**config.mk**
```make
export PLATFORM = sky130hd
export DESIGN_NAME = tmr_out_ctl
export DESIGN_NICKNAME = d
export VERILOG_FILES = /design/src/rtl/tmr_out_pkg.sv /design/src/rtl/chan_out_cell.sv /design/src/rtl/tmr_out_ctl.sv
export SDC_FILE = /design/constraint.sdc
export NUM_CORES = 1
export LEC_CHECK = 0
export BUFFER_PORTS_ARGS = -buffer_cell sky130_fd_sc_hd__buf_2
export CAP_MARGIN = 20
export CORE_ASPECT_RATIO = 0.75
export CORE_UTILIZATION = 54
export CTS_CLUSTER_SIZE = 12
export DETAILED_ROUTE_END_ITERATION = 7
export MAX_ROUTING_LAYER = met4
export PLACE_DENSITY = 0.8
export RECOVER_POWER = 25
export SYNTH_ARGS = -nofsm -noshare
export SYNTH_HDL_FRONTEND = slang
export SYNTH_SLANG_ARGS = --single-unit
```
**constraint.sdc**
```tcl
create_clock -name clk -period 1.7 [get_ports clk]
set_input_delay 0 -clock clk [delete_from_list [all_inputs] [get_ports clk]]
set_output_delay 0 -clock clk [all_outputs]
set_load 0.1 [all_outputs]
```
**src/rtl/tmr_out_pkg.sv**
```systemverilog
// Notes on behaviour
// - Rewriting output, enable, polarity or mode never disturbs any counter or compare.
// - Enable, polarity and mode writes take effect at once, even beside an interrupt.
// - A level written to the output bit while disabled is where the pin starts once enabled.
// - In toggle mode the polarity bit is ignored.
// - In toggle mode each own-channel interrupt inverts the current pin level.
// - In combined mode the polarity bit selects which pin level is active.
// - In combined mode a polarity change waits for the next set or reset to apply.
// - Writing the polarity bit alone never changes the pin level.
// - In combined mode the set from the master interrupt lands one count clock late.
// - A reset and a set in the same cycle give reset.
// - With the enable at 1 a timer update colliding with a software write still reaches the pin.
package tmr_out_pkg;

   // ------------------------------------------------------------------
   // sizes
   // ------------------------------------------------------------------
   localparam int NCH    = 8;
   localparam int DATA_W = 16;
   localparam int ADDR_W = 3;

   // ------------------------------------------------------------------
   // register offsets
   // ------------------------------------------------------------------
   localparam logic [ADDR_W-1:0] OFF_OUT     = 3'h0;
   localparam logic [ADDR_W-1:0] OFF_OE      = 3'h1;
   localparam logic [ADDR_W-1:0] OFF_POL     = 3'h2;
   localparam logic [ADDR_W-1:0] OFF_MODE    = 3'h3;
   localparam logic [ADDR_W-1:0] OFF_APPLIED = 3'h4;

   // ------------------------------------------------------------------
   // fields and reset values
   // ------------------------------------------------------------------
   localparam int CH_LSB = 0;
   localparam int CH_MSB = 7;
   localparam logic [NCH-1:0] RST_OUT  = 8'h00;
   localparam logic [NCH-1:0] RST_OE   = 8'h00;
   localparam logic [NCH-1:0] RST_POL  = 8'h00;
   localparam logic [NCH-1:0] RST_MODE = 8'h00;
   localparam logic [DATA_W-1:0] RD_IDLE = 16'h0000;

   // ------------------------------------------------------------------
   // timing in count clocks
   // ------------------------------------------------------------------
   localparam int SET_DELAY_CLK = 1;
   localparam int RD_LATENCY    = 1;

   // ------------------------------------------------------------------
   // carriers
   // ------------------------------------------------------------------
   typedef struct packed {
      logic              wr;
      logic              rd;
      logic [ADDR_W-1:0] addr;
      logic [DATA_W-1:0] wdata;
   } bus_req_t;

   typedef struct packed {
      logic [NCH-1:0] irq;
      logic [NCH-1:0] master_irq;
   } timer_event_t;

   function automatic logic reg_hit(input logic [ADDR_W-1:0] a,
                                    input logic [ADDR_W-1:0] off);
      reg_hit = (a == off);
   endfunction

endpackage

```
**src/rtl/chan_out_cell.sv**
```systemverilog
`timescale 1ns/1ps
module chan_out_cell #(
   parameter int SET_DELAY = tmr_out_pkg::SET_DELAY_CLK
) (
   // clock and reset
   input  wire logic clk,
   input  wire logic rst,
   // settings
   input  wire logic chan_en,
   input  wire logic chan_pol,
   input  wire logic chan_mode,
   // timer events
   input  wire logic irq,
   input  wire logic master_irq,
   // software write of the output bit
   input  wire logic sw_we,
   input  wire logic sw_bit,
   // state
   output logic      out_ff,
   output logic      pol_eff_ff
);

   logic [SET_DELAY-1:0] set_pipe_ff;
   logic [SET_DELAY-1:0] nxt_set_pipe;
   logic                 set_c;
   logic                 rst_c;
   logic                 tog_c;
   logic                 hw_upd;
   logic                 hw_lvl;
   logic                 nxt_out;
   logic                 nxt_pol_eff;

   // ------------------------------------------------------------------
   // event decode
   // ------------------------------------------------------------------
   if (SET_DELAY > 1) begin : g_long
      assign nxt_set_pipe = {set_pipe_ff[SET_DELAY-2:0], master_irq & chan_mode};
   end else begin : g_short
      assign nxt_set_pipe = master_irq & chan_mode;
   end
   assign set_c   = chan_mode & set_pipe_ff[SET_DELAY-1];
   assign rst_c   = chan_mode & irq;
   assign tog_c   = ~chan_mode & irq;
   assign hw_upd  = chan_en & (set_c | rst_c | tog_c);
   // reset level is the polarity, set level its inverse; reset wins
   assign hw_lvl  = tog_c ? ~out_ff : (rst_c ? chan_pol : ~chan_pol);
   // the timer update has precedence over a colliding software write
   assign nxt_out = hw_upd ? hw_lvl : (sw_we ? sw_bit : out_ff);
   assign nxt_pol_eff = (hw_upd & chan_mode) ? chan_pol : pol_eff_ff;

   always_ff @(posedge clk) begin
      if (rst) begin
         set_pipe_ff <= '0;
         out_ff      <= 1'b0;
         pol_eff_ff  <= 1'b0;
      end else begin
         set_pipe_ff <= nxt_set_pipe;
         out_ff      <= nxt_out;
         pol_eff_ff  <= nxt_pol_eff;
      end
   end

endmodule // chan_out_cell

```
**src/rtl/tmr_out_ctl.sv**
```systemverilog
`timescale 1ns/1ps
module tmr_out_ctl (
   // clock and reset
   input  wire logic                              clk,
   input  wire logic                              rst,
   // register port
   input  wire tmr_out_pkg::bus_req_t             bus,
   output logic [tmr_out_pkg::DATA_W-1:0]         rdata_ff,
   // timer events from the channel counters
   input  wire tmr_out_pkg::timer_event_t         ev,
   // channel pins
   output logic [tmr_out_pkg::NCH-1:0]            tout,
   output logic [tmr_out_pkg::NCH-1:0]            tout_oe
);

   // ------------------------------------------------------------------
   // declarations
   // ------------------------------------------------------------------
   localparam int N = tmr_out_pkg::NCH;

   logic [N-1:0]                   oe_ff;
   logic [N-1:0]                   pol_ff;
   logic [N-1:0]                   mode_ff;
   logic [N-1:0]                   nxt_oe;
   logic [N-1:0]                   nxt_pol;
   logic [N-1:0]                   nxt_mode;
   logic [N-1:0]                   out_bits;
   logic [N-1:0]                   pol_eff;
   logic [tmr_out_pkg::DATA_W-1:0] nxt_rdata;
   logic [tmr_out_pkg::DATA_W-1:0] rd_mux;
   logic [N-1:0]                   wd_ch;
   logic                           wr_out;
   logic                           wr_oe;
   logic                           wr_pol;
   logic                           wr_mode;
   logic                           rd_out;
   logic                           rd_oe;
   logic                           rd_pol;
   logic                           rd_mode;
   logic                           rd_app;

   // ------------------------------------------------------------------
   // address decode
   // ------------------------------------------------------------------
   assign wd_ch   = bus.wdata[tmr_out_pkg::CH_MSB:tmr_out_pkg::CH_LSB];
   assign wr_out  = bus.wr & tmr_out_pkg::reg_hit(bus.addr, tmr_out_pkg::OFF_OUT);
   assign wr_oe   = bus.wr & tmr_out_pkg::reg_hit(bus.addr, tmr_out_pkg::OFF_OE);
   assign wr_pol  = bus.wr & tmr_out_pkg::reg_hit(bus.addr, tmr_out_pkg::OFF_POL);
   assign wr_mode = bus.wr & tmr_out_pkg::reg_hit(bus.addr, tmr_out_pkg::OFF_MODE);
   assign rd_out  = bus.rd & tmr_out_pkg::reg_hit(bus.addr, tmr_out_pkg::OFF_OUT);
   assign rd_oe   = bus.rd & tmr_out_pkg::reg_hit(bus.addr, tmr_out_pkg::OFF_OE);
   assign rd_pol  = bus.rd & tmr_out_pkg::reg_hit(bus.addr, tmr_out_pkg::OFF_POL);
   assign rd_mode = bus.rd & tmr_out_pkg::reg_hit(bus.addr, tmr_out_pkg::OFF_MODE);
   assign rd_app  = bus.rd & tmr_out_pkg::reg_hit(bus.addr, tmr_out_pkg::OFF_APPLIED);

   // ------------------------------------------------------------------
   // settings registers
   // ------------------------------------------------------------------
   // settings act on the very next clock, no shadowing
   assign nxt_oe   = wr_oe ? wd_ch : oe_ff;
   assign nxt_pol  = wr_pol ? wd_ch : pol_ff;
   // upper mode bits are kept zero by software and not stored
   assign nxt_mode = wr_mode ? wd_ch : mode_ff;

   always_ff @(posedge clk) begin
      if (rst) begin
         oe_ff   <= tmr_out_pkg::RST_OE;
         pol_ff  <= tmr_out_pkg::RST_POL;
         mode_ff <= tmr_out_pkg::RST_MODE;
      end else begin
         oe_ff   <= nxt_oe;
         pol_ff  <= nxt_pol;
         mode_ff <= nxt_mode;
      end
   end

   // ------------------------------------------------------------------
   // read port
   // ------------------------------------------------------------------
   // read data stand one cycle only; unmapped offsets answer zero
   assign rd_mux = rd_out  ? {{(tmr_out_pkg::DATA_W-N){1'b0}}, out_bits} :
                   rd_oe   ? {{(tmr_out_pkg::DATA_W-N){1'b0}}, oe_ff}    :
                   rd_pol  ? {{(tmr_out_pkg::DATA_W-N){1'b0}}, pol_ff}   :
                   rd_mode ? {{(tmr_out_pkg::DATA_W-N){1'b0}}, mode_ff}  :
                   rd_app  ? {{(tmr_out_pkg::DATA_W-N){1'b0}}, pol_eff}  :
                   tmr_out_pkg::RD_IDLE;
   assign nxt_rdata = rd_mux;

   always_ff @(posedge clk) begin
      if (rst) begin
         rdata_ff <= tmr_out_pkg::RD_IDLE;
         tout_oe  <= tmr_out_pkg::RST_OE;
      end else begin
         rdata_ff <= nxt_rdata;
         tout_oe  <= nxt_oe;
      end
   end

   // ------------------------------------------------------------------
   // channel output cells
   // ------------------------------------------------------------------
   // the cells see only settings, interrupts and the software output write, never the counters
   for (genvar n = 0; n < N; n++) begin : g_ch
      chan_out_cell #(
         .SET_DELAY (tmr_out_pkg::SET_DELAY_CLK)
      ) u_cell (
         .clk        (clk),
         .rst        (rst),
         .chan_en    (oe_ff[n]),
         .chan_pol   (pol_ff[n]),
         .chan_mode  (mode_ff[n]),
         .irq        (ev.irq[n]),
         .master_irq (ev.master_irq[n]),
         .sw_we      (wr_out),
         .sw_bit     (wd_ch[n]),
         .out_ff     (out_bits[n]),
         .pol_eff_ff (pol_eff[n])
      );
   end

   assign tout = out_bits;

   // ------------------------------------------------------------------
   // register port checks
   // ------------------------------------------------------------------
   property p_rd_once;
      @(posedge clk) disable iff (rst)
      !bus.rd |=> (rdata_ff == tmr_out_pkg::RD_IDLE);
   endproperty
   a_rd_once: assert property (p_rd_once)
      else $error("read data present without a read");

   property p_oe_wr;
      @(posedge clk) disable iff (rst)
      wr_oe |=> (oe_ff == $past(wd_ch)) && (tout_oe == $past(wd_ch));
   endproperty
   a_oe_wr: assert property (p_oe_wr)
      else $error("enable write not applied at once");

   property p_mode_rd;
      @(posedge clk) disable iff (rst)
      rd_mode |=> (rdata_ff[tmr_out_pkg::DATA_W-1:N] == '0)
                  && (rdata_ff[N-1:0] == mode_ff);
   endproperty
   a_mode_rd: assert property (p_mode_rd)
      else $error("mode readback wrong");

   property p_pol_wr;
      @(posedge clk) disable iff (rst)
      wr_pol |=> (pol_ff == $past(wd_ch));
   endproperty
   a_pol_wr: assert property (p_pol_wr)
      else $error("polarity write not applied at once");

   property p_mode_wr;
      @(posedge clk) disable iff (rst)
      wr_mode |=> (mode_ff == $past(wd_ch));
   endproperty
   a_mode_wr: assert property (p_mode_wr)
      else $error("mode write not applied at once");

   property p_oe_keep;
      @(posedge clk) disable iff (rst)
      !wr_oe |=> $stable(oe_ff) && (tout_oe == oe_ff);
   endproperty
   a_oe_keep: assert property (p_oe_keep)
      else $error("enable moved without a write");

   property p_out_rd;
      @(posedge clk) disable iff (rst)
      rd_out |=> (rdata_ff == {{(tmr_out_pkg::DATA_W-N){1'b0}}, $past(tout)});
   endproperty
   a_out_rd: assert property (p_out_rd)
      else $error("output bit readback wrong");

   property p_app_rd;
      @(posedge clk) disable iff (rst)
      rd_app |=> (rdata_ff == {{(tmr_out_pkg::DATA_W-N){1'b0}}, $past(pol_eff)});
   endproperty
   a_app_rd: assert property (p_app_rd)
      else $error("applied polarity readback wrong");

   // ------------------------------------------------------------------
   // per-channel output checks
   // ------------------------------------------------------------------
   for (genvar n = 0; n < N; n++) begin : g_chk

      property p_toggle;
         @(posedge clk) disable iff (rst)
         (oe_ff[n] && !mode_ff[n] && ev.irq[n])
            |=> (tout[n] == !$past(tout[n]));
      endproperty
      a_toggle: assert property (p_toggle)
         else $error("toggle event did not invert the pin");

      property p_tog_nopol;
         @(posedge clk) disable iff (rst)
         (!mode_ff[n] && !ev.irq[n] && !wr_out)
            |=> $stable(tout[n]) && $stable(pol_eff[n]);
      endproperty
      a_tog_nopol: assert property (p_tog_nopol)
         else $error("toggle mode pin moved without an event");

      property p_rst_lvl;
         @(posedge clk) disable iff (rst)
         (oe_ff[n] && mode_ff[n] && ev.irq[n])
            |=> (tout[n] == $past(pol_ff[n]));
      endproperty
      a_rst_lvl: assert property (p_rst_lvl)
         else $error("reset did not give the inactive level");

      property p_set_late;
         @(posedge clk) disable iff (rst)
         (oe_ff[n] && mode_ff[n] && ev.master_irq[n])
            ##1 (oe_ff[n] && mode_ff[n] && !ev.irq[n])
            |=> (tout[n] == !$past(pol_ff[n]));
      endproperty
      a_set_late: assert property (p_set_late)
         else $error("delayed set did not give the active level");

      property p_no_early_set;
         @(posedge clk) disable iff (rst)
         (oe_ff[n] && mode_ff[n] && ev.master_irq[n] && !ev.irq[n]
            && !wr_out && !$past(ev.master_irq[n]))
            |=> $stable(tout[n]);
      endproperty
      a_no_early_set: assert property (p_no_early_set)
         else $error("set acted without the one-clock delay");

      property p_pol_pending;
         @(posedge clk) disable iff (rst)
         (wr_pol && !ev.irq[n] && !ev.master_irq[n] && !wr_out)
            ##1 (!ev.irq[n] && !wr_out && !g_ch[n].u_cell.set_c)
            |=> $stable(tout[n]) && $stable(pol_eff[n]);
      endproperty
      a_pol_pending: assert property (p_pol_pending)
         else $error("polarity applied before a change condition");

      property p_pol_write;
         @(posedge clk) disable iff (rst)
         (wr_pol && !ev.irq[n] && !wr_out && !g_ch[n].u_cell.set_c)
            |=> $stable(tout[n]);
      endproperty
      a_pol_write: assert property (p_pol_write)
         else $error("polarity write moved the pin");

      property p_pol_apply;
         @(posedge clk) disable iff (rst)
         (oe_ff[n] && mode_ff[n] && ev.irq[n])
            |=> (pol_eff[n] == $past(pol_ff[n]));
      endproperty
      a_pol_apply: assert property (p_pol_apply)
         else $error("active level not taken at change condition");

      property p_preset;
         @(posedge clk) disable iff (rst)
         (!oe_ff[n] && wr_out) |=> (tout[n] == $past(wd_ch[n]));
      endproperty
      a_preset: assert property (p_preset)
         else $error("preset level not written while disabled");

      property p_disabled;
         @(posedge clk) disable iff (rst)
         (!oe_ff[n] && !wr_out) |=> $stable(tout[n]);
      endproperty
      a_disabled: assert property (p_disabled)
         else $error("timer event changed a disabled output");

      property p_collide;
         @(posedge clk) disable iff (rst)
         (oe_ff[n] && !mode_ff[n] && ev.irq[n] && wr_out)
            |=> (tout[n] == !$past(tout[n]));
      endproperty
      a_collide: assert property (p_collide)
         else $error("timer update lost against a software write");

      property p_sw_write;
         @(posedge clk) disable iff (rst)
         (oe_ff[n] && wr_out && !ev.irq[n] && !g_ch[n].u_cell.set_c)
            |=> (tout[n] == $past(wd_ch[n]));
      endproperty
      a_sw_write: assert property (p_sw_write)
         else $error("software write lost with the output enabled");

      property p_set_collide;
         @(posedge clk) disable iff (rst)
         (oe_ff[n] && g_ch[n].u_cell.set_c && !ev.irq[n] && wr_out)
            |=> (tout[n] == !$past(pol_ff[n]));
      endproperty
      a_set_collide: assert property (p_set_collide)
         else $error("delayed set lost against a software write");

      property p_rst_collide;
         @(posedge clk) disable iff (rst)
         (oe_ff[n] && mode_ff[n] && ev.irq[n] && wr_out)
            |=> (tout[n] == $past(pol_ff[n]));
      endproperty
      a_rst_collide: assert property (p_rst_collide)
         else $error("reset lost against a software write");

      property p_both;
         @(posedge clk) disable iff (rst)
         (oe_ff[n] && mode_ff[n] && ev.irq[n] && g_ch[n].u_cell.set_c)
            |=> (tout[n] == $past(pol_ff[n])) && (pol_eff[n] == $past(pol_ff[n]));
      endproperty
      a_both: assert property (p_both)
         else $error("set beat a reset in the same cycle");

      property p_pol_hold;
         @(posedge clk) disable iff (rst)
         (!ev.irq[n] && !g_ch[n].u_cell.set_c) |=> $stable(pol_eff[n]);
      endproperty
      a_pol_hold: assert property (p_pol_hold)
         else $error("applied polarity moved without a change condition");

      property p_tog_pol;
         @(posedge clk) disable iff (rst)
         !mode_ff[n] |=> $stable(pol_eff[n]);
      endproperty
      a_tog_pol: assert property (p_tog_pol)
         else $error("toggle mode took up the polarity");

      property p_enable_rise;
         @(posedge clk) disable iff (rst)
         ($rose(oe_ff[n]) && !ev.irq[n] && !g_ch[n].u_cell.set_c && !wr_out)
            |=> $stable(tout[n]);
      endproperty
      a_enable_rise: assert property (p_enable_rise)
         else $error("enabling moved the preset level");

      property p_set_cause;
         @(posedge clk) disable iff (rst)
         g_ch[n].u_cell.set_c |-> $past(ev.master_irq[n], tmr_out_pkg::SET_DELAY_CLK);
      endproperty
      a_set_cause: assert property (p_set_cause)
         else $error("set raised without a master event");

      property p_mst_pipe;
         @(posedge clk) disable iff (rst)
         (ev.master_irq[n] && mode_ff[n]) |=> g_ch[n].u_cell.set_pipe_ff[0];
      endproperty
      a_mst_pipe: assert property (p_mst_pipe)
         else $error("master event not queued for the delayed set");

      property p_dis_pol;
         @(posedge clk) disable iff (rst)
         !oe_ff[n] |=> $stable(pol_eff[n]);
      endproperty
      a_dis_pol: assert property (p_dis_pol)
         else $error("timer event acted on a disabled channel");

   end

endmodule // tmr_out_ctl

```
# After elaboration in Yosys (flattened, before gate mapping)

Cells that the tools add are included.

Flip-flop bits (word level): 64
Latch bits: 0
Memory bits (writable): 0
ROM bits: 0
Input port bits: 39
Output and inout port bits: 32
Memories kept: 0

Add/sub/neg operators: 0
$mul: 0
Div/mod/pow operators: 0
$lt $le $gt $ge: 0
Eq/ne operators: 4
Shift-type cells: 0
Mux-type cells: 37
Bitwise logic cells: 97
Reduce and logical (&&, ||, !) cells: 10

Operators with widths:

| cell                                                            | number |
|---|---|
| 1-bit bitwise AND                                               | 57 |
| 8-bit 2-to-1 mux                                                | 5 |
| 1-bit 2-to-1 mux                                                | 32 |
| 1-bit inverter                                                  | 24 |
| 1-bit bitwise OR                                                | 16 |
| 2-bit nonzero test                                              | 8 |
| 3-bit by 2-bit == test with 1-bit output, second input constant | 2 |
| 5-bit OR reduction                                              | 1 |
| 3-bit by 1-bit == test with 1-bit output, second input constant | 1 |
| 3-bit == test, second input constant                            | 1 |
| 3-bit logical NOT                                               | 1 |

# Logic depth before layout (Yosys ltp)

Gate-level depths: netlist of run 1.

Word-level depth: 7
Mapped depth: 6

# Cells and area by module

From an unflattened synthesis of run 1, not the netlist that was laid out.

Cells, all modules: 325
Area total of the unflattened synthesis: 2,767.7 µm²

By module, submodules not included:

| module        | times used | cells an instance | area an instance (µm²) | seq. area each (µm²) |
|---|---|---|---|---|
| tmr_out_ctl   | 1          | 197               | 1,526.5                | 640.6 |
| chan_out_cell | 8          | 16                | 155.1                  | 60.1 |

# Least setup slack after synthesis of run 1

OpenSTA, ideal clock, no wires.

Path type: register to register
Start point: reg pol_ff[6]
End point: reg rdata_ff[6] in the netlist's numbering
Library setup time: 128 ps
Data arrival time: 1,106 ps
Required time: 1,572 ps
Path slack: 465 ps
Stages on the path, launching flop included: 4
Path buffers: 0
Period minus slack after synthesis: 1,235 ps
Cell sequence: dfxtp_1 or4b_1 a32oi_1 a2111oi_2

Longest elaborated chain between the ends: 3

Ends and longest elaborated chain:

| element                | RTL line          | source |
|---|---|---|
| start, declared        | tmr_out_ctl.sv:22 | `logic [N-1:0] pol_ff;` |
| start signal, assigned | tmr_out_ctl.sv:68 | `pol_ff <= tmr_out_pkg::RST_POL;` |
| start signal, assigned | tmr_out_ctl.sv:72 | `pol_ff <= nxt_pol;` |
| 8-bit 2-to-1 mux       | tmr_out_ctl.sv:83 | `rd_pol ? {{(tmr_out_pkg::DATA_W-N){1'b0}}, pol_ff} :` |
| 8-bit 2-to-1 mux       | tmr_out_ctl.sv:82 | `rd_oe ? {{(tmr_out_pkg::DATA_W-N){1'b0}}, oe_ff} :` |
| 8-bit 2-to-1 mux       | tmr_out_ctl.sv:81 | `assign rd_mux = rd_out ? {{(tmr_out_pkg::DATA_W-N){1'b0}}, out_bits} :` |
| end signal, assigned   | tmr_out_ctl.sv:91 | `rdata_ff <= tmr_out_pkg::RD_IDLE;` |
| end signal, assigned   | tmr_out_ctl.sv:94 | `rdata_ff <= nxt_rdata;` |
| end, declared          | tmr_out_ctl.sv:8  | `output logic [tmr_out_pkg::DATA_W-1:0] rdata_ff,` |

No other way between the ends.
A chain may end at the register's enable or synchronous reset.

# Worst setup path after layout of run 1

Start point: in bus[17] in the netlist's numbering
End point: reg pol_ff[1]

Longest elaborated chain between the ends: 2

Ends and longest elaborated chain:

| element                                  | RTL line          | source |
|---|---|---|
| start, declared                          | tmr_out_ctl.sv:7  | `input wire tmr_out_pkg::bus_req_t bus,` |
| 3-bit by 2-bit == test with 1-bit output | tmr_out_pkg.sv:65 | `reg_hit = (a == off);` |
| 1-bit bitwise AND                        | tmr_out_ctl.sv:48 | `assign wr_pol = bus.wr & tmr_out_pkg::reg_hit(bus.addr, tmr_out_pkg::OFF_POL);` |

No other way between the ends.

==> key figures, run 1 <==
Status
  – Status: finished, final reports clean

Yosys
  – FF+latch count, synth: 56
  – Sequential area share after synthesis: 36.3%
  – Post-Syn Instances: 342
  – Most used DFF post-synth: dfxtp_1
  – Ranking of synthesized cells by area: dfxtp_1, mux2i_1, buf_4
  – EDFF count, synth: 0
  – Synthesized area: 3090 µm²
  – Average cell area after synthesis: 9.03 µm²
  – Ys async rst share: 0%
  – Synth top area share: 36.3%
  – Cell taking the most area after synthesis: dfxtp_1
  – Post-synthesis cell type count: 34
  – Yosys warnings: 0

STA
  – Period minus WS final: 1410 ps
  – Fin. max-slew vios: 0
  – Setup violations, final: 0
  – TNS Setup: 0 ps
  – Period utilization: 83.0%
  – Least-Margin Pin Slew: 833 ps
  – RSZ-0062 raised after global routing: no
  – FMAX: 0.709 GHz
  – Slew HR: 44.5%
  – Clock Skews: 5.61 ps
  – Final Hold Vio Count: 0

Min path
  – Worst min-delay path class: in2reg

Global route
  – Vias in the first global route: 2,392
  – Largest net degree at the start of global routing: 54
  – First-pass GRT wire length: 11,200 µm
  – Total GRT Usage: 24.9%
  – Initial antenna violation count: 0
  – GR Overflow Total: 0

Pwr
  – Pwr Density: 739 nW/µm²
  – Worst IR Drop VDD: 0.452 mV
  – Leakage power: 1.42 nW

Clock network
  – Inserted Clock Buffers: 5
  – Clk buf depth: 2
  – Worst-path clk slew: 90 ps
  – Worst-Skew Late Latency: 300 ps
  – H-tree depth: 2
  – CTS tree: done
  – Postcts setup bufs: 0
  – CTS Sinks: 56
  – Clk root buf: clkbuf_8

Floorplan
  – Row count: 23
  – Die ar.: 6030 µm²
  – Core box area: 5410 µm²
  – Die Height: 67.5 µm
  – Initial Util: 57.1%
  – Die W: 89.3 µm
  – Io pins: 71

Placed design
  – Post-DP HPWL: 4540 µm
  – Gpl congestion: 0.796
  – PortBufs: 54
  – Area of placed instances: 3210 µm²

Setup path
  – CP max FO: 19
  – CP Data Required Time: 1900 ps
  – Critical Path Sink Type: flip-flop
  – WP data arrival: 1610 ps
  – Worst Path Class, Setup: in2reg
  – Type of origin of the critical path: input pin

Routing
  – Vias per cell: 5.71
  – WL per Instance: 15.1 µm
  – Antenna viol nets, final: 0
  – Total iterations of the first detailed-routing run: 5
  – Drt drc: 0
  – Total wire length: 6950 µm
  – Via count: 2,622
  – Initial DRC Count: 221

Finish
  – Commonest non-fill, non-tap cell in the layout: dfxtp_1
  – Most frequent cells in the layout: dfxtp_1, buf_2, nor2_1, nand2_1, mux2i_1
  – Fill count: 502
  – Antenna cell count: 0
  – Layout Nets: 425
  – Design area: 3440 µm²
  – Layout cell share with drive strength beyond 1: 19.5%
  – Area Growth Syn to Fin: 11.3%

Run
  – Max Cap Viol: 0
kinds of logic (layout without fill, tap and decap cells):
| logic type | after synthesis | count (layout) | share of synthesized area, % |
|---|---|---|---|
| compound gates | 70 | 70 | 17.7 |
| buf+inv | 46 | 81 | 10.5 |
| flops | 56 | 56 | 36.3 |
| mux | 34 | 34 | 11.1 |
| other cells | 1 | 8 | 0.121 |
| simple gates | 135 | 135 | 24.3 |
Yosys cell counts, types with 6 or more instances:
library cell	instances
clkbuf_1	6
or4b_1	7
a21o_1	16
nand3b_1	13
buf_4	28
a21oi_1	8
o211ai_1	13
a22oi_1	6
buf_2	6
a2111oi_2	6
mux2i_1	32
a32oi_1	6
o22ai_1	8
nand2b_1	21
nor2_1	44
nand2_1	35
dfxtp_1	56
routing by layer:
metal	wire length [µm]	global-route usage (%)
met5	0	-
met4	30	5.56
met1	3220	31.8
met2	3330	41.3
met3	369	4.52
critical path: stages:
cell and delay, ps:
clkbuf_1 610, and4bb_1 670, mux2i_1 270, nor2_1 60
final cells by class:
type	instances	area (µm²)	share of cell area, %
Multi-Input combinational cell	247	1670	48.6
Sequential cell	56	1120	32.6
Timing Repair Buffer	75	479	13.9
Tap cell	75	93.8	2.73
Clock buffer	5	68.8	2.00
Inverter	1	3.75	0.109
state kept, by name (all words and copies together) (netlist names):
name and flops:
g_ch.u_cell.out_ff 8, g_ch.u_cell.pol_eff_ff 8, g_ch.u_cell.set_pipe_ff 8, mode_ff 8
pol_ff 8, rdata_ff 8, tout_oe 8
final timing paths:
| check | from | end | slack (ps) | cells after the start |
|---|---|---|---|---|
| worst max-delay path | bus[17] | pol_ff[1] | 290 | 4 |
| worst min-delay path | rst | tout_oe[2] | 20 | 2 |
| worst max register to register | pol_ff[4] | rdata_ff[4] | 360 | 3 |
| worst min register to register | g_ch[7].u_cell.pol_eff_ff | rdata_ff[7] | 500 | 2 |
metrics by stage:
step / hold slack [ps] / total power, mW / std cells / utilization, % / setup WS [ps]
2_1_floorplan: 122 / 1.80 / 349 / - / 465
3_3_place_gp: 216 / 1.86 / 438 / 59.3 / 339
3_5_place_dp: 222 / 1.87 / 438 / 59.3 / 325
4_1_cts: 16.1 / 2.54 / 459 / 63.5 / 360
5_1_grt: 35.2 / 2.63 / 459 / 63.5 / 195
6_report: 16.6 / 2.54 / 459 / 63.5 / 289
report_power, final:
group	internal [mW]	switching, mW	leakage [nW]	total (mW)
clock network	0.268	0.404	0.0359	0.672
logic	0.153	0.353	0.934	0.506
registers	1.34	0.0272	0.453	1.36
total	1.76	0.784	1.42	2.54
repair_timing:
action	CTS	global route
gates resized for setup	0	0
endpoints found under the hold margin	24	0
hold buffers	16	0
Power figures use the tool's default switching activity.
==> inputs of run 2 (changes only) <==
==> constraint.sdc (replaced) <==
create_clock -name clk -period 1.4 [get_ports clk]
set_input_delay 0 -clock clk [delete_from_list [all_inputs] [get_ports clk]]
set_output_delay 0 -clock clk [all_outputs]
set_load 0.1 [all_outputs]
==> key figures, run 2 (synthesis gave the netlist of run 1 again) <==
Floorplan
  – Die Height: 67.5 µm (unchanged)
  – Die ar.: 6030 µm² (unchanged)
  – Die W: 89.3 µm (unchanged)
  – Core box area: 5410 µm² (unchanged)
  – Row count: 23 (unchanged)
  – Io pins: 71 (unchanged)
  – Initial Util: 57.1% (unchanged)

Setup path
  – WP data arrival: 1550 ps (-60 ps)
  – CP bufs+invs: 0 (-1)
  – CP max FO: 5 (-14)
  – Critical Path Sink Type: flip-flop
  – Reg2Reg Depth: 3 (unchanged)
  – Crit path max-delay family: simple AND/OR/NAND/NOR gates
  – CP peak stage delay: 550 ps (-120 ps)
  – Slowest CP cell: or4b_1
  – Reg2reg end: rdata_ff[3]
  – Type of origin of the critical path: flip-flop
  – R2R Setup Slk: 50 ps (-310 ps)
  – Crit-path cells: or4b_1 -> a32oi_2 -> a2111oi_2
  – CP Data Required Time: 1600 ps (-300 ps)
  – Worst Path Class, Setup: reg2reg
  – Critical register-to-register path startpoint: pol_ff[3]

Routing
  – Vias per cell: 5.55 (-2.8%)
  – Total wire length: 7220 µm (+3.9%)
  – Antenna viol nets, final: 0 (unchanged)
  – Via count: 2,687 (+2.5%)
  – Total iterations of the first detailed-routing run: 4 (-1)
  – Initial DRC Count: 160 (-28%)
  – Drt drc: 0 (unchanged)
  – WL per Instance: 14.9 µm (-1.5%)

STA
  – Setup violations, final: 0 (unchanged)
  – RSZ-0062 raised after global routing: no
  – Period minus WS final: 1350 ps
  – Fin. max-slew vios: 0 (unchanged)
  – Least-Margin Pin Slew: 550 ps (-282 ps)
  – FMAX: 0.740 GHz
  – Clock Skews: 7.11 ps (+1.50 ps)
  – Final Hold Vio Count: 0 (unchanged)
  – TNS Setup: 0 ps (unchanged)
  – Period utilization: 96.5%
  – Slew HR: 63.3% (+19 points)

Clock network
  – Clk buf depth: 2 (unchanged)
  – CTS Sinks: 56 (unchanged)
  – Inserted Clock Buffers: 5 (unchanged)
  – H-tree depth: 2 (unchanged)
  – Postcts setup bufs: 0 (unchanged)
  – CTS tree: done
  – Clk root buf: clkbuf_8
  – Worst-Skew Late Latency: 310 ps (about the same)
  – Worst-path clk slew: 90 ps (about the same)

Pwr
  – Combinational share of power: 20.3% (+0.4 points)
  – Sequential power share: 51.4% (-2.2 points)
  – Leakage power: 1.53 nW (+7.3%)
  – Internal power: 2.24 mW (+27%)
  – Clock share of power: 28.3% (+1.9 points)
  – Total power: 3.22 mW (+27%)
  – Psw: 0.978 mW (+25%)
  – Net Sw Frac: 30.4% (-0.46 points)
  – Pwr Density: 888 nW/µm² (+20%)
  – Worst IR Drop VDD: 0.490 mV (+8.4%)

Global route
  – GR Overflow Total: 0 (unchanged)
  – Total GRT Usage: 25.8% (+0.93 points)
  – Routing usage on met1: 32.2% (+0.35 points)
  – Gr busiest metal: met2
  – Largest net degree at the start of global routing: 65 (+20%)
  – Initial antenna violation count: 0 (unchanged)
  – Vias in the first global route: 2,416 (+1.0%)
  – First-pass GRT wire length: 11,300 µm (+0.43%)
  – Met3 usage: 4.40% (-0.12 points)
  – Met2 GRT Util: 42.4% (+1.0 points)

Placed design
  – PortBufs: 54 (unchanged)
  – Post-DP HPWL: 5000 µm (+10%)
  – # placed instances: 460 (+5.0%)
  – Gpl congestion: 0.812 (+2.0%)

Status
  – Status: finished, final reports clean

Min path
  – Hold path start: ev[8]
  – Worst hold stages: 3 (+1)
  – Worst min-delay path class: in2reg
  – WHS Endpoint: g_ch[0].u_cell.out_ff

Finish
  – Layout Nets: 447 (+5.2%)
  – Commonest non-fill, non-tap cell in the layout: dfxtp_1
  – Area Growth Syn to Fin: 17.3%
  – Layout cell share with drive strength beyond 1: 23.7% (+4.2 points)
  – Antenna cell count: 0 (unchanged)
  – Most frequent cells in the layout: dfxtp_1, buf_2, nor2_1, nand2_1, mux2i_1
  – Finished Layout Cells: 484 (+5.4%)

Run
  – Max Cap Viol: 0 (unchanged)
==> run 2: cell types whose count changed in the layout (fill, tap and decap cells not counted) <==
cell / previous run / this run
a32oi_1: 6 / 4
clkbuf_2: 0 / 1
a32oi_2: 0 / 2
clkbuf_1: 1 / 7
clkbuf_8: 5 / 6
and4bb_1: 2 / 1
buf_4: 4 / 21
and4bb_2: 0 / 1
==> run 2: what timing repair did <==
item | CTS | global route
gates resized for setup | 0 | 2
hold endpoints to repair | 31 | 0
setup endpoints to repair | 0 | 2
hold buffers | 16 | 0
==> run 2: worst max path at each step <==
stage          depth (start not counted)               endpoint  startpoint  slack, ps
6_report                               3            rdata_ff[3]   pol_ff[3]         50
2_1_floorplan                          3            rdata_ff[6]   pol_ff[6]        170
5_1_grt                                3            rdata_ff[5]   pol_ff[5]          6
3_3_place_gp                           6  g_ch[7].u_cell.out_ff     bus[18]        100
4_1_cts                                3            rdata_ff[5]   pol_ff[5]         60
3_5_place_dp                           6  g_ch[5].u_cell.out_ff     bus[18]         30
==> run 2: metal layers <==
layer / vias up / part of all wire (%)
met3: 8 / 5.7
met4: 0 / 1.2
met1: 1286 / 45
li1: 1320 / -
met5: - / 0
met2: 73 / 48
==> run 2: through the flow <==
stage	setup WS (ps)	area [µm²]	hold slack (ps)	util [%]
global placement	97.2	3390	216	62.6
floorplan	165	3110	122	-
global route	5.81	3620	27.6	66.9
CTS	57.5	3640	4.25	67.2
detailed placement	32.2	3390	223	62.6
finish	48.6	3620	8.37	66.9
==> run 2: layout make-up <==
cell class                      count  area [µm²]
Clock buffer                        8        90.1
Multi-Input combinational cell    247        1680
Fill cell                         483        1790
Timing Repair Buffer               97         627
Tap cell                           75        93.8
Sequential cell                    56        1120
Inverter                            1        3.75
==> run 2: worst min-delay path, cell delays in order <==
cell and delay [ps]:
buf_2 110, a31oi_1 80, o22ai_1 90
==> run 2: power groups by stage <==
stage	sequential, mW	clock [mW]	combinational, mW
floorplan	1.72	0	0.457
global placement	1.69	0	0.603
detailed placement	1.69	0	0.613
CTS	1.65	0.924	0.652
global route	1.66	0.982	0.693
finish	1.65	0.911	0.652
==> inputs of run 3 (changes only) <==
--- a/config.mk
+++ b/config.mk
@@ -8,11 +8,12 @@
 export BUFFER_PORTS_ARGS = -buffer_cell sky130_fd_sc_hd__buf_2
 export CAP_MARGIN = 20
 export CORE_ASPECT_RATIO = 0.75
-export CORE_UTILIZATION = 54
+export CORE_UTILIZATION = 55
+export CTS_BUF_LIST = sky130_fd_sc_hd__clkbuf_8
 export CTS_CLUSTER_SIZE = 12
 export DETAILED_ROUTE_END_ITERATION = 7
 export MAX_ROUTING_LAYER = met4
-export PLACE_DENSITY = 0.8
+export PLACE_DENSITY = 0.81
 export RECOVER_POWER = 25
 export SYNTH_ARGS = -nofsm -noshare
 export SYNTH_HDL_FRONTEND = slang
==> key figures, run 3 (synthesis gave the netlist of run 1 again) <==
Status
  – Status: finished, final reports clean

Run
  – Max Cap Viol: 0 (unchanged)

Floorplan
  – Io pins: 71 (unchanged)
  – Row count: 23 (unchanged)
  – Core box area: 5380 µm² (-0.53%)
  – Die ar.: 5920 µm² (-1.8%)
  – Initial Util: 57.4% (+0.31 points)
  – Die Height: 66.9 µm (-0.89%)
  – Die W: 88.5 µm (-0.89%)

Clock network
  – Worst-Skew Late Latency: 310 ps (about the same)
  – Inserted Clock Buffers: 5 (unchanged)
  – CTS tree: done
  – Worst-path clk slew: 90 ps (about the same)
  – H-tree depth: 2 (unchanged)
  – CTS Sinks: 56 (unchanged)
  – Clk root buf: clkbuf_8
  – Clk buf depth: 2 (unchanged)

Finish
  – Area Growth Syn to Fin: 14.8%
  – Area of the multi-input gates: 1680 µm² (-0.45%)
  – Fill count: 465 (-3.7%)
  – Commonest non-fill, non-tap cell in the layout: dfxtp_1
  – Antenna cell count: 0 (unchanged)
  – Layout Nets: 439 (-1.8%)
  – Register Area: 1120 µm² (unchanged)
  – Most frequent cells in the layout: dfxtp_1, buf_2, nor2_1, nand2_1, mux2i_1
  – Design area: 3540 µm² (-2.1%)
  – Layout cell share with drive strength beyond 1: 22.9% (-0.85 points)
  – Fin util: 65.8% (-1.1 points)
  – Finished Layout Cells: 473 (-2.3%)

Setup path
  – Crit path max-delay family: simple AND/OR/NAND/NOR gates
  – R2R Setup Slk: 50 ps (about the same)
  – Slowest CP cell: or4b_1
  – Critical Path Sink Type: flip-flop
  – Worst Path Class, Setup: reg2reg
  – CP bufs+invs: 0 (unchanged)
  – CP peak stage delay: 550 ps (about the same)
  – CP max FO: 5 (unchanged)
  – Type of origin of the critical path: flip-flop
  – WP data arrival: 1540 ps (about the same)
  – CP Data Required Time: 1590 ps (about the same)
  – Crit-path cells: or4b_1 -> a32oi_2 -> a2111oi_2

Global route
  – Initial antenna violation count: 0 (unchanged)
  – Total GRT Usage: 26.0% (+0.21 points)
  – GR Overflow Total: 0 (unchanged)
  – Vias in the first global route: 2,381 (-1.4%)
  – First-pass GRT wire length: 11,500 µm (+1.6%)
  – Largest net degree at the start of global routing: 65 (unchanged)

Pwr
  – Leakage power: 1.49 nW (-2.4%)
  – Clock share of power: 26.0% (-2.3 points)
  – Net Sw Frac: 30.7% (+0.30 points)
  – Sequential power share: 53.3% (+1.9 points)
  – Internal power: 2.15 mW (-3.9%)
  – Pwr Density: 876 nW/µm² (-1.5%)
  – Psw: 0.953 mW (-2.6%)
  – Combinational share of power: 20.7% (+0.4 points)
  – Worst IR Drop VDD: 0.602 mV (+23%)

Routing
  – Vias per cell: 5.54 (-0.15%)
  – Via count: 2,622 (-2.4%)
  – Antenna viol nets, final: 0 (unchanged)
  – Drt drc: 0 (unchanged)
  – WL per Instance: 15.0 µm (+0.78%)
  – Initial DRC Count: 180 (+13%)
  – Total wire length: 7110 µm (-1.5%)
  – Total iterations of the first detailed-routing run: 4 (unchanged)

STA
  – Period minus WS final: 1350 ps (-1.70 ps)
  – Least-Margin Pin Slew: 650 ps (+99.4 ps)
  – Fin. max-slew vios: 0 (unchanged)
  – Clock Skews: 7.52 ps (+0.412 ps)
  – RSZ-0062 raised after global routing: no
  – Setup violations, final: 0 (unchanged)
  – Period utilization: 96.4% (-0.12 points)
  – FMAX: 0.741 GHz (+0.13%)
  – TNS Setup: 0 ps (unchanged)
  – PnR worst setup slack: 50.3 ps (+1.70 ps)
  – Final Hold Vio Count: 0 (unchanged)
  – Slew HR: 56.7% (-6.6 points)

Min path
  – Worst min-delay path class: in2reg

Placed design
  – Area of placed instances: 3310 µm² (-2.1%)
  – Gpl congestion: 0.803 (-1.1%)
  – Pre-CTS setup slack: 25.4 ps (-6.74 ps)
  – PortBufs: 54 (unchanged)
  – # placed instances: 452 (-1.7%)
  – Post-DP HPWL: 4920 µm (-1.7%)
-- run 3: layout make-up --
class | instances | share of cell area [%]
Sequential cell | 56 | 31.6
Tap cell | 75 | 2.65
Timing Repair Buffer | 89 | 16.3
Multi-Input combinational cell | 247 | 47.3
Inverter | 1 | 0.106
Clock buffer | 5 | 1.94
-- run 3: power by group through the flow --
stage	Clock (mW)	Sequential, mW	Combinational [mW]
2_1_floorplan	0	1.72	0.457
3_3_place_gp	0	1.69	0.589
3_5_place_dp	0	1.69	0.601
4_1_cts	0.821	1.65	0.636
5_1_grt	0.892	1.66	0.681
6_report	0.807	1.65	0.642
-- run 3: path summary, 6_finish.rpt --
check                                 start                    end  depth (start not counted)
hold reg to reg   g_ch[2].u_cell.pol_eff_ff            rdata_ff[2]                          2
setup / recovery                  pol_ff[5]            rdata_ff[5]                          3
setup reg to reg                  pol_ff[5]            rdata_ff[5]                          3
hold / removal                        ev[8]  g_ch[0].u_cell.out_ff                          3
-- run 3: through the flow --
step / total power, mW / hold WS (ps)
2_1_floorplan: 2.18 / 122
3_3_place_gp: 2.28 / 215
3_5_place_dp: 2.29 / 223
4_1_cts: 3.11 / 12.5
5_1_grt: 3.23 / 61.2
6_report: 3.10 / 16.7
-- run 3: repair_timing --
action,4_1_cts,5_1_grt
endpoints found under the hold margin,28,0
hold buffers,16,0
setup buffers,0,0
setup endpoints to repair,0,1
gates resized for setup,0,1
-- run 3: worst min-delay path: cells and delay by family --
family	cells	cell delay [ps]
AO/OA/AOI/OAI	2	170
buffers and inverters	1	120
-- run 3: routing by layer --
layer	global-route usage, %	wire length [µm]	up-vias
met4	4.84	36	0
met1	35.4	3370	1235
met2	41.3	3390	75
met5	-	0	-
li1	-	-	1308
met3	4.09	319	4
